`src/shared/tid_defs.svh`:
```
// constants for the transfer instruction decoder: lengths, cycles,
// address windows, status word layout and execution phases
// assumes inclusion by the package and by the decoder module
`ifndef TID_DEFS_SVH
`define TID_DEFS_SVH

// byte register codes
`define TID_R_X 3'h0
`define TID_R_A 3'h1
`define TID_R_E 3'h4
`define TID_R_D 3'h5
`define TID_R_L 3'h6
`define TID_R_H 3'h7

// instruction lengths in bytes
`define TID_LEN1 2'h1
`define TID_LEN2 2'h2
`define TID_LEN3 2'h3

// instruction cycle counts
`define TID_CYC4 4'h4
`define TID_CYC6 4'h6
`define TID_CYC8 4'h8

// short-direct window
`define TID_SADDR_LO 16'hfe20
`define TID_SADDR_HI 16'hff1f

// vector table window base
`define TID_VEC_BASE 16'h0040

// special register page
`define TID_SFR_PAGE 8'hff

// status word flag positions and reset value
`define TID_PSW_Z 6
`define TID_PSW_HC 4
`define TID_PSW_CY 0
`define TID_PSW_RST 8'h02

// execution phases, counted from the first cycle after acceptance
`define TID_PH_FIRST 4'h1
`define TID_PH_REQ 4'h1
`define TID_PH_DATA 4'h3
`define TID_PH_WB 4'h3
`define TID_CNT_ONE 4'h1

`endif

```
`src/shared/tid_pkg.sv`:
```
// types for the transfer instruction decoder
// assumes tid_defs.svh is on the include path
package tid_pkg;
  `include "tid_defs.svh"

  typedef enum logic [4:0] {
    OP_MOV_R_IMM, OP_MOV_SADDR_IMM, OP_MOV_SFR_IMM,
    OP_MOV_A_R, OP_MOV_R_A, OP_MOV_A_SADDR, OP_MOV_SADDR_A,
    OP_MOV_A_SFR, OP_MOV_SFR_A, OP_MOV_A_ABS, OP_MOV_ABS_A,
    OP_MOV_PSW_IMM, OP_MOV_A_PSW, OP_MOV_PSW_A,
    OP_MOV_A_DE, OP_MOV_DE_A, OP_MOV_A_HL, OP_MOV_HL_A,
    OP_MOV_A_HLB, OP_MOV_HLB_A,
    OP_XCH_A_X, OP_XCH_A_R, OP_XCH_A_SADDR, OP_XCH_A_SFR,
    OP_XCH_A_DE, OP_XCH_A_HL, OP_XCH_A_HLB,
    OP_MOVW_RP_IMM
  } tid_op_t;

  typedef enum logic {ST_IDLE, ST_EXEC} tid_state_t;

  typedef logic [2:0] tid_bitpos_t;

  typedef struct packed {
    logic valid;
    tid_op_t op;
    logic [2:0] rsel;
    logic [1:0] rpsel;
    logic [7:0] imm_byte;
    logic [15:0] imm_word;
    logic [15:0] loc;
    logic [7:0] sfr_sel;
    logic [4:0] vec_sel;
    tid_bitpos_t bit_sel;
    logic wide;
  } tid_instr_t;

  typedef struct packed {
    logic req;
    logic we;
    logic sfr;
    logic [15:0] addr;
    logic [7:0] wdata;
  } tid_mem_t;

  typedef logic [7:0][7:0] tid_gpr_t;
endpackage

```
`src/tid_decoder.sv`:
```
// transfer and exchange instruction executor with its register file
// assumes a decoded instruction from the fetch stage on i_clk_sys and a
// byte memory port that returns read data the cycle after a request
//
// Summary of operation
// - byte register codes 0..7 select X, A, C, B, E, D, L, H
// - pair codes 0..3 select accumulator pair, BC, pair two, pair three
// - short-direct only FE20H..FF1FH, paired form only even addresses
// - absolute spans whole 16-bit space, even only for word transfers
// - 5-bit vector operand selects even addresses 0040H..007FH
// - immediates are 16-bit word, 8-bit byte, 3-bit bit position
// - each flag is kept, cleared, set, updated or restored per op
// - immediate byte to register, short-direct or special: 3 bytes, 6
// - accumulator with register, short-direct or special: 2 bytes, 4; exchanges 6, except XCH A,X 1 byte 4
// - accumulator with absolute address: 3 bytes, 8 cycles
// - status word writes overwrite Z, AC, CY; immediate form 3/6
// - indirect via pointer pairs 1 byte 6; based form 2 bytes 6; their exchange forms take 8
// - cycle counts are counted in cpu clock cycles
`include "tid_defs.svh"

module tid_decoder (
  // clock and reset
  input wire logic i_clk_sys,
  input wire logic i_reset_n,
  // instruction in
  input wire tid_pkg::tid_instr_t i_instr,
  output logic o_ready,
  // completion
  output logic o_done,
  output logic o_illegal,
  output logic [1:0] o_len,
  output logic [15:0] o_vec_loc,
  // memory and special register port
  output tid_pkg::tid_mem_t o_mem,
  input wire logic [7:0] i_mem_rdata,
  // architectural state
  output tid_pkg::tid_gpr_t o_gpr,
  output logic [7:0] o_psw
);
  import tid_pkg::*;

  tid_state_t st_reg, st_next;
  logic [3:0] cnt_reg, cnt_next;
  logic [3:0] cyc_reg, cyc_next;
  tid_instr_t cur_reg, cur_next;
  logic [15:0] ea_reg, ea_next;
  logic [7:0] rd_reg, rd_next;
  tid_gpr_t gpr_reg, gpr_next;
  logic [7:0] psw_reg, psw_next;
  tid_mem_t mem_reg, mem_next;
  logic ready_reg, ready_next;
  logic done_reg, done_next;
  logic ill_reg, ill_next;
  logic [1:0] len_reg, len_next;
  logic [15:0] vec_reg, vec_next;

  // byte count per operation
  function automatic logic [1:0] op_len(input tid_op_t op);
    case (op)
      OP_MOV_A_DE, OP_MOV_DE_A, OP_MOV_A_HL, OP_MOV_HL_A,
      OP_XCH_A_X, OP_XCH_A_DE, OP_XCH_A_HL: op_len = `TID_LEN1;
      OP_MOV_R_IMM, OP_MOV_SADDR_IMM, OP_MOV_SFR_IMM, OP_MOV_A_ABS,
      OP_MOV_ABS_A, OP_MOV_PSW_IMM, OP_MOVW_RP_IMM: op_len = `TID_LEN3;
      default: op_len = `TID_LEN2;
    endcase
  endfunction

  // cycle count per operation
  function automatic logic [3:0] op_cyc(input tid_op_t op);
    case (op)
      OP_MOV_A_R, OP_MOV_R_A, OP_MOV_A_SADDR, OP_MOV_SADDR_A,
      OP_MOV_A_SFR, OP_MOV_SFR_A, OP_MOV_A_PSW, OP_MOV_PSW_A,
      OP_XCH_A_X: op_cyc = `TID_CYC4;
      OP_MOV_A_ABS, OP_MOV_ABS_A, OP_XCH_A_DE, OP_XCH_A_HL,
      OP_XCH_A_HLB: op_cyc = `TID_CYC8;
      default: op_cyc = `TID_CYC6;
    endcase
  endfunction

  function automatic logic op_rd(input tid_op_t op);
    case (op)
      OP_MOV_A_SADDR, OP_MOV_A_SFR, OP_MOV_A_ABS, OP_MOV_A_DE,
      OP_MOV_A_HL, OP_MOV_A_HLB, OP_XCH_A_SADDR, OP_XCH_A_SFR,
      OP_XCH_A_DE, OP_XCH_A_HL, OP_XCH_A_HLB: op_rd = 1'b1;
      default: op_rd = 1'b0;
    endcase
  endfunction

  function automatic logic op_wr(input tid_op_t op);
    case (op)
      OP_MOV_SADDR_IMM, OP_MOV_SFR_IMM, OP_MOV_SADDR_A, OP_MOV_SFR_A,
      OP_MOV_ABS_A, OP_MOV_DE_A, OP_MOV_HL_A,
      OP_MOV_HLB_A: op_wr = 1'b1;
      default: op_wr = 1'b0;
    endcase
  endfunction

  function automatic logic op_xmem(input tid_op_t op);
    case (op)
      OP_XCH_A_SADDR, OP_XCH_A_SFR, OP_XCH_A_DE, OP_XCH_A_HL,
      OP_XCH_A_HLB: op_xmem = 1'b1;
      default: op_xmem = 1'b0;
    endcase
  endfunction

  function automatic logic op_sfr(input tid_op_t op);
    case (op)
      OP_MOV_SFR_IMM, OP_MOV_A_SFR, OP_MOV_SFR_A,
      OP_XCH_A_SFR: op_sfr = 1'b1;
      default: op_sfr = 1'b0;
    endcase
  endfunction

  function automatic logic op_saddr(input tid_op_t op);
    case (op)
      OP_MOV_SADDR_IMM, OP_MOV_A_SADDR, OP_MOV_SADDR_A,
      OP_XCH_A_SADDR: op_saddr = 1'b1;
      default: op_saddr = 1'b0;
    endcase
  endfunction

  function automatic logic op_abs(input tid_op_t op);
    op_abs = (op == OP_MOV_A_ABS) || (op == OP_MOV_ABS_A);
  endfunction

  logic accept;
  logic legal;
  logic [15:0] ea_new;
  logic [7:0] rd_val;
  logic [7:0] acc;
  logic [2:0] plo;
  logic [2:0] phi;

  always_comb begin
    st_next = st_reg;
    cnt_next = cnt_reg;
    cyc_next = cyc_reg;
    cur_next = cur_reg;
    ea_next = ea_reg;
    rd_next = rd_reg;
    gpr_next = gpr_reg;
    psw_next = psw_reg;
    mem_next = '0;
    done_next = 1'b0;
    ill_next = ill_reg;
    len_next = len_reg;
    vec_next = vec_reg;
    accept = i_instr.valid && ready_reg;
    acc = gpr_reg[`TID_R_A];
    legal = 1'b1;
    ea_new = i_instr.loc;
    plo = 3'h0;
    phi = 3'h0;
    rd_val = (cnt_reg == `TID_PH_DATA) ? i_mem_rdata : rd_reg;

    if ((i_instr.op == OP_MOV_A_R || i_instr.op == OP_MOV_R_A ||
         i_instr.op == OP_XCH_A_R) && i_instr.rsel == `TID_R_A) begin
      legal = 1'b0;
    end
    if (i_instr.op == OP_XCH_A_R && i_instr.rsel == `TID_R_X) begin
      legal = 1'b0;
    end
    if (op_saddr(i_instr.op) && (i_instr.loc < `TID_SADDR_LO ||
        i_instr.loc > `TID_SADDR_HI || (i_instr.wide && i_instr.loc[0]))) begin
      legal = 1'b0;
    end
    if (op_abs(i_instr.op) && i_instr.wide && i_instr.loc[0]) begin
      legal = 1'b0;
    end

    case (i_instr.op)
      OP_MOV_A_DE, OP_MOV_DE_A, OP_XCH_A_DE: begin
        ea_new = {gpr_reg[`TID_R_D], gpr_reg[`TID_R_E]};
      end
      OP_MOV_A_HL, OP_MOV_HL_A, OP_XCH_A_HL: begin
        ea_new = {gpr_reg[`TID_R_H], gpr_reg[`TID_R_L]};
      end
      OP_MOV_A_HLB, OP_MOV_HLB_A, OP_XCH_A_HLB: begin
        ea_new = {gpr_reg[`TID_R_H], gpr_reg[`TID_R_L]} +
                 {8'h00, i_instr.imm_byte};
      end
      default: begin
        if (op_sfr(i_instr.op)) begin
          ea_new = {`TID_SFR_PAGE, i_instr.sfr_sel};
        end
      end
    endcase

    case (st_reg)
      ST_IDLE: begin
        if (accept) begin
          len_next = op_len(i_instr.op);
          vec_next = `TID_VEC_BASE | {10'h000, i_instr.vec_sel, 1'b0};
          ill_next = !legal;
          if (legal) begin
            st_next = ST_EXEC;
            cnt_next = `TID_PH_FIRST;
            cyc_next = op_cyc(i_instr.op);
            cur_next = i_instr;
            ea_next = ea_new;
          end else begin
            done_next = 1'b1;
          end
        end
      end
      ST_EXEC: begin
        cnt_next = cnt_reg + `TID_CNT_ONE;
        if (cnt_reg == `TID_PH_REQ &&
            (op_rd(cur_reg.op) || op_wr(cur_reg.op))) begin
          mem_next.req = 1'b1;
          mem_next.we = op_wr(cur_reg.op);
          mem_next.sfr = op_sfr(cur_reg.op);
          mem_next.addr = ea_reg;
          mem_next.wdata = (cur_reg.op == OP_MOV_SADDR_IMM ||
                            cur_reg.op == OP_MOV_SFR_IMM) ?
                           cur_reg.imm_byte : acc;
        end
        if (cnt_reg == `TID_PH_DATA) begin
          rd_next = i_mem_rdata;
        end
        if (cnt_reg == `TID_PH_WB && op_xmem(cur_reg.op)) begin
          mem_next.req = 1'b1;
          mem_next.we = 1'b1;
          mem_next.sfr = op_sfr(cur_reg.op);
          mem_next.addr = ea_reg;
          mem_next.wdata = acc;
        end
        if (cnt_reg == cyc_reg - `TID_CNT_ONE) begin
          st_next = ST_IDLE;
          done_next = 1'b1;
          plo = {cur_reg.rpsel, 1'b0};
          phi = {cur_reg.rpsel, 1'b1};
          case (cur_reg.op)
            OP_MOV_R_IMM: gpr_next[cur_reg.rsel] = cur_reg.imm_byte;
            OP_MOV_A_R: gpr_next[`TID_R_A] = gpr_reg[cur_reg.rsel];
            OP_MOV_R_A: gpr_next[cur_reg.rsel] = acc;
            OP_MOV_PSW_IMM: psw_next = cur_reg.imm_byte;
            OP_MOV_PSW_A: psw_next = acc;
            OP_MOV_A_PSW: gpr_next[`TID_R_A] = psw_reg;
            OP_XCH_A_X: begin
              gpr_next[`TID_R_A] = gpr_reg[`TID_R_X];
              gpr_next[`TID_R_X] = acc;
            end
            OP_XCH_A_R: begin
              gpr_next[`TID_R_A] = gpr_reg[cur_reg.rsel];
              gpr_next[cur_reg.rsel] = acc;
            end
            OP_MOVW_RP_IMM: begin
              gpr_next[plo] = cur_reg.imm_word[7:0];
              gpr_next[phi] = cur_reg.imm_word[15:8];
            end
            default: begin
              if (op_rd(cur_reg.op)) begin
                gpr_next[`TID_R_A] = rd_val;
              end
            end
          endcase
        end
      end
      default: begin
        st_next = ST_IDLE;
      end
    endcase
    ready_next = (st_next == ST_IDLE);
  end

  always_ff @(posedge i_clk_sys or negedge i_reset_n) begin
    if (!i_reset_n) begin
      st_reg <= ST_IDLE;
      cnt_reg <= '0;
      cyc_reg <= '0;
      cur_reg <= '0;
      ea_reg <= '0;
      rd_reg <= '0;
      gpr_reg <= '0;
      psw_reg <= `TID_PSW_RST;
      mem_reg <= '0;
      ready_reg <= 1'b0;
      done_reg <= 1'b0;
      ill_reg <= 1'b0;
      len_reg <= '0;
      vec_reg <= '0;
    end else begin
      st_reg <= st_next;
      cnt_reg <= cnt_next;
      cyc_reg <= cyc_next;
      cur_reg <= cur_next;
      ea_reg <= ea_next;
      rd_reg <= rd_next;
      gpr_reg <= gpr_next;
      psw_reg <= psw_next;
      mem_reg <= mem_next;
      ready_reg <= ready_next;
      done_reg <= done_next;
      ill_reg <= ill_next;
      len_reg <= len_next;
      vec_reg <= vec_next;
    end
  end

  assign o_ready = ready_reg;
  assign o_done = done_reg;
  assign o_illegal = ill_reg;
  assign o_len = len_reg;
  assign o_vec_loc = vec_reg;
  assign o_mem = mem_reg;
  assign o_gpr = gpr_reg;
  assign o_psw = psw_reg;
endmodule

```
`config.mk`:
```
export PLATFORM = sky130hd
export DESIGN_NAME = tid_decoder
export DESIGN_NICKNAME = d
export VERILOG_FILES = /design/src/shared/tid_pkg.sv /design/src/tid_decoder.sv
export VERILOG_INCLUDE_DIRS = /design/src /design/src/shared
export SDC_FILE = /design/constraint.sdc
export NUM_CORES = 1
export LEC_CHECK = 0
export BUFFER_PORTS_ARGS = -buffer_cell sky130_fd_sc_hd__buf_2
export CORE_MARGIN = 8
export CORE_UTILIZATION = 45
export CTS_BUF_LIST = sky130_fd_sc_hd__clkbuf_8
export CTS_CLUSTER_SIZE = 14
export DETAILED_ROUTE_END_ITERATION = 7
export PLACE_DENSITY = 0.71
export SETUP_SLACK_MARGIN = 0.2
export SYNTH_ARGS = -nofsm -noshare
export SYNTH_HDL_FRONTEND = slang
export SYNTH_SLANG_ARGS = --single-unit
```
`constraint.sdc`:
```
create_clock -name i_clk_sys -period 4.7 [get_ports i_clk_sys]
set_input_delay 0.235 -clock i_clk_sys [delete_from_list [all_inputs] [get_ports i_clk_sys]]
set_output_delay 0.235 -clock i_clk_sys [all_outputs]
set_load 0.01 [all_outputs]
```
* After elaboration in Yosys (flattened, before gate mapping)
Memory sizes are Yosys's and may differ from the RTL's. A register that Yosys moved wholly into a read port is not among the register bits.
Index checks and enable logic that the tools add are counted.
** Word-level totals
- Output and inout port bits :: 120
- Bits of input ports :: 78
- Register bits :: 175
- Memories kept :: 6
- ROM bits :: 288
** Operators by class
- Eq/ne operators :: 45
- Add/sub/neg operators :: 3
- Bitwise gates (word level) :: 3
- Order comparisons :: 8
- Reduce and logical (&&, ||, !) cells :: 45
- Multiplexer cells :: 51
** Memories
- (no name shown) :: depth 32, width 3, rd ports 1, clocked after memory_dff 1, wr ports 0, RTL line tid_decoder.sv:70 : case (op)
- (no name shown) :: depth 32, width 2, rd ports 1, clocked after memory_dff 1, wr ports 0, RTL line tid_decoder.sv:59 : case (op)
- (no name shown) :: depth 32, width 1, rd ports 1, clocked after memory_dff 0, wr ports 0, RTL line tid_decoder.sv:81 : case (op)
- (no name shown) :: depth 32, width 1, rd ports 1, clocked after memory_dff 0, wr ports 0, RTL line tid_decoder.sv:90 : case (op)
- (no name shown) :: depth 32, width 1, rd ports 1, clocked after memory_dff 0, wr ports 0, RTL line tid_decoder.sv:90
- (no name shown) :: depth 32, width 1, rd ports 1, clocked after memory_dff 0, wr ports 0, RTL line tid_decoder.sv:81
** Operators with widths (count)
- $bwmux W64 :: 5
- $pmux W48 S4 :: 1
- $eq A5 B5 Y1 const B :: 18
- $mux W27 :: 3
- $pmux W8 S8 :: 1
- $mux W8 :: 7
- $pmux W16 S3 :: 1
- $eq A5 B4 Y1 const B :: 9
- $pmux W8 S5 :: 1
- $demux W8 S2 :: 2
- $eq A5 B3 Y1 const B :: 6
- $bmux W8 S3 :: 1
- $demux W8 S3 :: 1
- $mux W1 :: 21
- $eq A5 B2 Y1 const B :: 4
- $reduce_or A9 Y1 :: 2
- $add A16 B8 Y16 :: 1
- $gt A16 B16 Y1 const B :: 1
- $lt A16 B16 Y1 const B :: 1
- $mux W16 :: 1
- $pmux W8 S2 :: 1
- $logic_and A1 B1 Y1 :: 12
- $lt A3 B4 Y1 const B :: 3
- $reduce_and A3 Y1 :: 4
- 27 further kinds :: 48

* Logic depth before layout (Yosys ltp)
Gate-level depths: netlist of run 1.
- Depth after elaboration :: 12
- Mapped depth :: 11
- Depth with buffers taken out :: 9

* Worst setup path before layout of run 1
Ideal clock, no wire load.
- Path kind :: register to register
- From :: reg (tool-made name)
- To :: reg ea_reg[14]
- Cell stages (with the launch flop) :: 10
- Arrival time :: 2.427 ns
- Period minus slack after synthesis :: 2.492 ns
- Buffers on the path :: 0
- Path slack :: 2.208 ns
- Cell sequence :: dfrtp_1 > ha_1 > inv_1 > fa_1 > nand2b_1 > a211oi_1 > o21ai_0 > or4_1 > nand3_1 > a22o_1
** RTL lines
- end signal, assigned :: RTL line tid_decoder.sv:288 : ea_reg <= ea_next;
- end, declared :: RTL line tid_decoder.sv:46 : logic [15:0] ea_reg, ea_next;

==> impl_results.md, run 1 <==
- VDD IR-drop max: 0.000245 V
- DRT Pass-1 Iters: 8
- P&R area growth vs syn: 13.8%
- Initial Util: 0.457
- Final setup viols: 0
- Drt wl/cell: approximately 24 um
- Full die area: around 31000 sq um
- Clock skew: about 0.018 ns
- Max-cap violation count: 0
- Failing checks: design-rule violations
- Unrepaired setup endpoints after global routing: no
- Yosys warns: 0
- Period Utilization, post-route: 0.678
- Setup TNS: 0 ns
- Status: finished with violations
- Crit start category: flip-flop
- PwrDens: between 500 and 600 nW/um^2
- Number of global-route vias before repair: just over 10k
- Top_reg_cell synth: dfrtp_1
- Tightest Pin Transition: around 1.1 ns
- H-Tree Depth: 4
- Biggest area consumer among synthesized cells: dfrtp_1
- Vias per inst: 6.25
- Tot GR Track Use: 0.256
- Yosys cell types: 73
- WP data required: between 5 and 6 ns
- Core Area: between 20000 and 30000 sq um
- Crit-path max FO: 66
- WL final: ~40000 um
- Fillers: 2314
- Worst-path clk slew: about 0.090 ns
- Share of cells above drive strength 1: 0.226
- DRT antenna net count: 0
- Initial antenna violation count: 4
- Antenna diodes: 0
- Yosys top cell area share: 0.380
- Final Max Slew Viols: 0
- Clock sink count: 176
- Final GP Congestion: roughly 0.94
- Hold/Removal Path Class: in2reg
- Post-synthesis sequential area ratio: 0.383
- Ys async rst share: 1.00
- Max clock buf depth: 2
- Post-synthesis cell count: 1198
- Skew-Pair Late Insertion Delay: roughly 0.47 ns
- Fin worst setup slack: 1.51 ns
- Vias: 10.5k
- Setup CP Type: reg2reg
- Final net count: ~1.4k
- Row cnt: 58
- Synthesized cell area: approximately 12000 sq um
- Final hold violations: 0
- CTS buffer count: 17
- Area contributors post-synth: dfrtp_1 38%, mux2i_1 12%, a21oi_1 5.0%, mux2_4 4.4%, o22ai_1 3.3%
- EDFF count, synth: 0
- DP Wirelength: between 20000 and 30000 um
- Nature of the critical path endpoint: flip-flop
- DRC Markers: 9
- Avg Cell Area, Syn: slightly below 10 sq um
- Leak Pwr: approximately 6.4 nW
- First-pass GRT wire length: between 60000 and 70000 um
- Min Tclk post-route: 3.19 ns
- Largest net degree at the start of global routing: 96
- CTS tree: built
- Clk Tree Root Cell: clkbuf_8
- Fmax: roughly 310 MHz
- Chip height: between 150 and 200 um
- Num ports: between 150 and 200
- #FFs+latches synth: approximately 180
- Max-slew headroom: 0.256
- Initial DRC count: about 1.3k
- Arrival @ worst endpoint: ~3.6 ns
- IO Port Bufs: roughly 180
- R2R setup slack: between 1.5 and 2 ns
- Die width: between 150 and 200 um
- Global route overflow: 0
- Post-CTS setup buffers: 0
- Pre-CTS setup slack: between 1.5 and 2 ns
cell usage in the layout, fill, tap and decap left out, types with 9 or more instances in the layout:
cell type	instances
inv_1	20
a22o_1	11
mux2i_1	138
clkbuf_8	17
nor2_1	78
o2bb2ai_1	9
a222oi_1	14
nor2b_1	13
conb_1	10
nor3_1	11
nand2b_1	15
dfrtp_1	175
mux2_4	34
ha_1	22
a21oi_1	115
dlygate4sd3_1	30
nand2_1	83
mux2_2	24
a221oi_1	9
a22oi_1	15
o21ai_0	67
buf_4	11
and2_1	21
o22ai_1	60
a21o_1	13
nand3_1	16
buf_2	183
per-stage QoR:
stage	utilization	cells	total power, mW	hold slack, ns	area, sq um
2_1_floorplan	-	1207	4.95	-0.0606	11500
3_3_place_gp	0.494	1619	6.06	0.353	12400
3_5_place_dp	0.494	1619	6.14	0.358	12400
4_1_cts	0.520	1680	7.19	0.00467	13100
5_1_grt	0.520	1681	7.64	0.00953	13100
6_report	0.520	1681	7.25	0.0261	13100
cells in the mapped netlist, types with 6 or more instances:
cell type / instances
a211oi_1: 8
buf_6: 6
nand3b_1: 7
a221oi_1: 9
and3_1: 7
a21oi_1: 115
nand3_1: 16
buf_2: 36
nand4_1: 6
o21ai_0: 67
mux2_4: 34
a221o_1: 6
mux2i_1: 138
buf_1: 10
ha_1: 22
dfrtp_1: 175
inv_1: 19
clkbuf_1: 50
a222oi_1: 14
nand2b_1: 15
mux4_2: 8
buf_4: 11
o221ai_1: 7
nor3_1: 11
nor2_1: 78
mux2_2: 24
a22oi_1: 15
xnor2_1: 8
a22o_1: 11
nor2b_1: 13
nand2_1: 83
a21o_1: 13
o22ai_1: 60
and2_1: 21
o2bb2ai_1: 9
final timing paths:
| kind | from | end | depth (start not counted) |
|---|---|---|---|
| worst min register to register | o_vec_loc[6] | o_vec_loc[6] | 1 |
| worst min-delay path | i_instr[60] | cur_reg[60] | 2 |
| min in group asynchronous | i_reset_n | cur_reg[38] | 2 |
| worst max register to register | cur_reg[64] | flip-flop | 6 |
| max in group asynchronous | i_reset_n | cur_reg[54] | 3 |
| worst max-delay path | cur_reg[64] | flip-flop | 6 |
logic make-up (layout without fill, tap and decap cells):
logic type	Yosys count	count (layout)	synth area share
adder cells (fa/ha/maj)	23	23	0.0256
multiplexers	204	204	0.203
other	1	10	0.000326
AND/OR/NAND/NOR	275	275	0.114
buffers and inverters	133	277	0.0549
AO/OA/AOI/OAI	374	374	0.211
XOR/XNOR	12	12	0.00913
flip-flops	176	176	0.383
per-layer routing:
| metal | global-route usage | up-vias | share of wire |
|---|---|---|---|
| met5 | 0 | - | 0.0012 |
| met4 | 0.124 | 8 | 0.047 |
| met3 | 0.0615 | 127 | 0.11 |
| met2 | 0.370 | 645 | 0.43 |
| met1 | 0.353 | 5031 | 0.42 |
| li1 | - | 4698 | - |
critical path, stage by stage (launching register included):
cell,delay [ns]
dfrtp_1,0.80
nand4b_1,0.23
buf_4,0.57
nand2_1,0.44
nor2_1,0.63
a21oi_1,0.17
o21ai_0,0.17
report_power, final:
group | internal [mW] | switching, mW | leakage, nW
Sequential | 1.99 | 1.11 | 2.29
Combinational | 1.48 | 1.64 | 3.92
Clock | 0.424 | 0.605 | 0.181
Total | 3.90 | 3.35 | 6.38
timing repair:
action / CTS / global route
hold endpoints to repair: 109 / 1
resized for setup: 0 / 0
hold buffers: 29 / 1
layout make-up:
type                            count  area, sq um  area share
Multi-Input combinational cell    898         6520       0.497
Clock inverter                     15          135      0.0103
Sequential cell                   176         4410       0.336
Tap cell                          330          413      0.0315
Inverter                           19         71.3     0.00544
Timing Repair Buffer              226         1330       0.101
Clock buffer                       17          234      0.0179
No activity file was read; power rests on OpenSTA's default activity.
==> run 2, diff against run 1 <==
--- a/config.mk
+++ b/config.mk
@@ -6,13 +6,14 @@
 export SDC_FILE = /design/constraint.sdc
 export NUM_CORES = 1
 export LEC_CHECK = 0
+export ABC_AREA = 1
 export BUFFER_PORTS_ARGS = -buffer_cell sky130_fd_sc_hd__buf_2
 export CORE_MARGIN = 8
 export CORE_UTILIZATION = 45
 export CTS_BUF_LIST = sky130_fd_sc_hd__clkbuf_8
 export CTS_CLUSTER_SIZE = 14
 export DETAILED_ROUTE_END_ITERATION = 7
-export PLACE_DENSITY = 0.71
+export PLACE_DENSITY = 0.73
 export SETUP_SLACK_MARGIN = 0.2
 export SYNTH_ARGS = -nofsm -noshare
 export SYNTH_HDL_FRONTEND = slang
==> constraint.sdc (replaced) <==
create_clock -name i_clk_sys -period 2.9 [get_ports i_clk_sys]
set_input_delay 0.145 -clock i_clk_sys [delete_from_list [all_inputs] [get_ports i_clk_sys]]
set_output_delay 0.145 -clock i_clk_sys [all_outputs]
set_load 0.01 [all_outputs]
==> run 2 against run 1 <==
Net effect: the run now ends clean; global-route usage increased by 2.3 points; total power increased by 72%; clock power increased by 83%; die area increased by 6.9%; design area increased by 9.8%; count of clock-buffer cells in the layout unchanged; largest power group unchanged.
==> impl_results.md, run 2 <==
- Drt wl/cell: 19.3 um (-19%)
- Ys async rst share: 1.00 (unchanged)
- P&R area growth vs syn: 16.1%
- Unrepaired setup endpoints after global routing: no
- Full die area: 33100 sq um (+6.9%)
- Fin worst setup slack: 0.396 ns (-1.12 ns)
- WL met1: 19800 um (+19%)
- Clock sink count: 176 (unchanged)
- DRT antenna net count: 0 (unchanged)
- Largest net degree at the start of global routing: 66 (-31%)
- Dpl cell area: 13500 sq um (+8.5%)
- Yosys cell types: 48 (-34%)
- Top cells by count, synth: 663 x nand2_1, 178 x o21ai_0, 175 x dfrtp_1
- First-pass GRT wire length: 72200 um (+17%)
- CP peak stage delay: 0.58 ns (-0.22 ns)
- VDD IR-drop max: 0.000435 V (+78%)
- Initial Util: 0.459 (+0.00134)
- Clk Tree Root Cell: clkbuf_8
- R2R setup slack: 0.40 ns (-1.12 ns)
- Hold/Removal Path Class: in2reg
- Max clock buf depth: 2 (unchanged)
- Vias per inst: 5.62 (-10%)
- Area contributors post-synth: dfrtp_1 35%, nand2_1 20%, o21ai_0 7.2%, inv_1 5.2%, nor2_1 5.1%
- Tot GR Track Use: 0.279 (+0.0231)
- Crit start category: flip-flop
- Global route overflow: 0 (unchanged)
- Critical path's slowest cell: nor2_1
- Antenna diodes: 0 (unchanged)
- Final Max Slew Viols: 0 (unchanged)
- Pre-CTS setup slack: 0.528 ns (-1.07 ns)
- Yosys warns: 0 (unchanged)
- Total power: 12.5 mW (+72%)
- Final hold violations: 0 (unchanged)
- Cts hold-fix bufs: 46 (+59%)
- Crit-path max FO: 12 (-82%)
- WP data required: 3.33 ns (-1.75 ns)
- Simple-gate share of the synthesized area: 0.338 (+0.224)
- Commonest non-fill, non-tap cells in the layout: 663 x nand2_1, 183 x buf_2, 178 x o21ai_0
- Crit path cell chain: inv_1 > ha_1 > nand3_2 > nand3_2 > nor2_1 > nand2_1 > nand3_1 > nand2_1 > o21ai_1
- Setup TNS: 0 ns (unchanged)
- Met3 wire len: 4300 um (+1.9%)
- Largest family of logic cells by synthesized area: simple AND/OR/NAND/NOR gates
- Top-count cell post-synth: nand2_1
- Worst-path clk slew: 0.12 ns (+0.03 ns)
- Vias: 13.7k (+30%)
- #FFs+latches synth: 176 (unchanged)
- CTS resizes: 0 (unchanged)
- Nature of the critical path endpoint: flip-flop
- Post-CTS setup buffers: 0 (unchanged)
- Initial antenna violation count: 2 (-2)
- Top_reg_cell synth: dfrtp_1
- Max-slew headroom: 0.375 (+0.119)
- Status: complete, no violations
- Top Layer Used: met5
- CTS tree: built
- Setup CP Type: reg2reg
- CTS buffer count: 17 (unchanged)
- Mux cell area share after synthesis: 0 (-0.203)
- Tightest Pin Transition: 0.937 ns (-0.179 ns)
- Max-cap violation count: 0 (unchanged)
- WL final: 47000 um (+17%)
- EDFF count, synth: 0 (unchanged)
- Most common cell after layout, fill and taps aside: nand2_1
- DP Wirelength: 34500 um (+22%)
- Yosys top cell area share: 0.353 (-0.0270)
- Fillers: 2723 (+18%)
- Xor/xnor share of the synthesized area: 0.00212 (-0.00701)
- Clock skew: 0.0166 ns (-0.00133 ns)
- Chip height: 182 um (+3.4%)
- Arrival @ worst endpoint: 2.93 ns (-0.64 ns)
- DRT Pass-1 Iters: 6 (-2)
- H-Tree Depth: 4 (unchanged)
- Num ports: 198 (unchanged)
- Post-synthesis cell count: 1894 (+58%)
- WL met2: 20700 um (+20%)
- Leak Pwr: 7.47 nW (+17%)
- Fmax: 399 MHz (+27%)
- Share of cells above drive strength 1: 0.142 (-0.0837)
- Initial DRC count: 1298 (+3.3%)
- Synthesized cell area: 12400 sq um (+7.6%)
- Min Hold Slack: 0.0267 ns (+0.000595 ns)
- Period Utilization, post-route: 0.863 (+0.185)
- Post-synthesis sequential area ratio: 0.355 (-0.0271)
- Synth Area in Adders: 0.0238 (-0.00182)
- Row cnt: 60 (+3.4%)
- PwrDens: 868 nW/um^2 (+57%)
- Die width: 182 um (+3.4%)
- IO Port Bufs: 184 (unchanged)
- Biggest area consumer among synthesized cells: dfrtp_1
- Final setup viols: 0 (unchanged)
- Final net count: 2178 (+51%)
- Min Tclk post-route: 2.50 ns (-0.684 ns)
- Final GP Congestion: 0.990 (+5.0%)
- Compound-Gate Fraction of Synth Area: 0.178 (-0.0322)
- Core Area: 27000 sq um (+7.3%)
- Avg Cell Area, Syn: 6.54 sq um (-32%)
- Finished Cell Area: 14400 sq um (+9.8%)
- Number of global-route vias before repair: 12.8k (+26%)
- DRC Markers: 0 (-9)
- Skew-Pair Late Insertion Delay: 0.50 ns (+0.03 ns)
-- run 2: cell count changes after synthesis, moves of 20 or more --
cell	delta
mux2_2	-24
nor2_1	+90
o21ai_1	+38
mux2_4	-34
nand3_1	+105
a21oi_1	-57
nand2_1	+580
inv_1	+154
o22ai_1	-49
mux2i_1	-138
o21ai_0	+111
o211ai_1	+81
and2_1	-20
-- run 2: path summary, 6_finish.rpt --
kind | startpoint | to | cells after the start
setup / recovery | cur_reg[62] | flip-flop | 9
max in group asynchronous | i_reset_n | o_psw[1] | 3
setup reg to reg | cur_reg[62] | flip-flop | 9
min in group asynchronous | i_reset_n | o_mem[18] | 2
hold reg to reg | o_vec_loc[1] | o_vec_loc[1] | 2
hold / removal | i_instr[20] | ea_reg[3] | 5
-- run 2: kinds of logic (layout without fill, tap and decap cells) --
group	count (synthesis)	in the layout
and+or+nand+nor	1008	1008
buffers and inverters	296	483
adders and majority gates	23	23
xor gates and xnor gates	3	3
AOI/OAI and AO/OA	387	387
other	1	10
DFF	176	176
-- run 2: worst max-delay path, delay by kind of cell, from the launching register on --
| kind | cells | cell delay (ns) |
|---|---|---|
| adder cells (fa/ha/maj) | 1 | 0.33 |
| buffers and inverters | 1 | 0.10 |
| AND/OR/NAND/NOR | 6 | 1.42 |
| flip-flops | 1 | 0.49 |
| AO/OA/AOI/OAI | 1 | 0.09 |
-- run 2: final cells by class --
type	instances	area [sq um]	share of cell area
repair buffers	264	1670	0.116
clock inverters	15	199	0.0138
clock buffers	17	234	0.0163
inverters	187	702	0.0488
multi-input cells	1431	6750	0.469
flip-flops and latches	176	4410	0.306
well taps	341	427	0.0297
-- run 2: power by group --
part / switching (mW) / total [mW] / internal (mW)
combinational: 4.20 / 6.08 / 1.88
sequential: 1.31 / 4.52 / 3.20
clock: 1.20 / 1.89 / 0.690
total: 6.71 / 12.5 / 5.78
-- run 2: through the flow --
stage	util	instances
after CTS	0.532	2431
after floorplan	-	1903
after detailed placement	0.499	2353
after global routing	0.532	2431
final	0.532	2431
after global placement	0.499	2353
-- run 2: metal layers --
layer	up-vias	GRT usage
met1	6360	0.371
li1	6453	-
met4	2	0.136
met3	143	0.0501
met2	697	0.431
met5	-	0
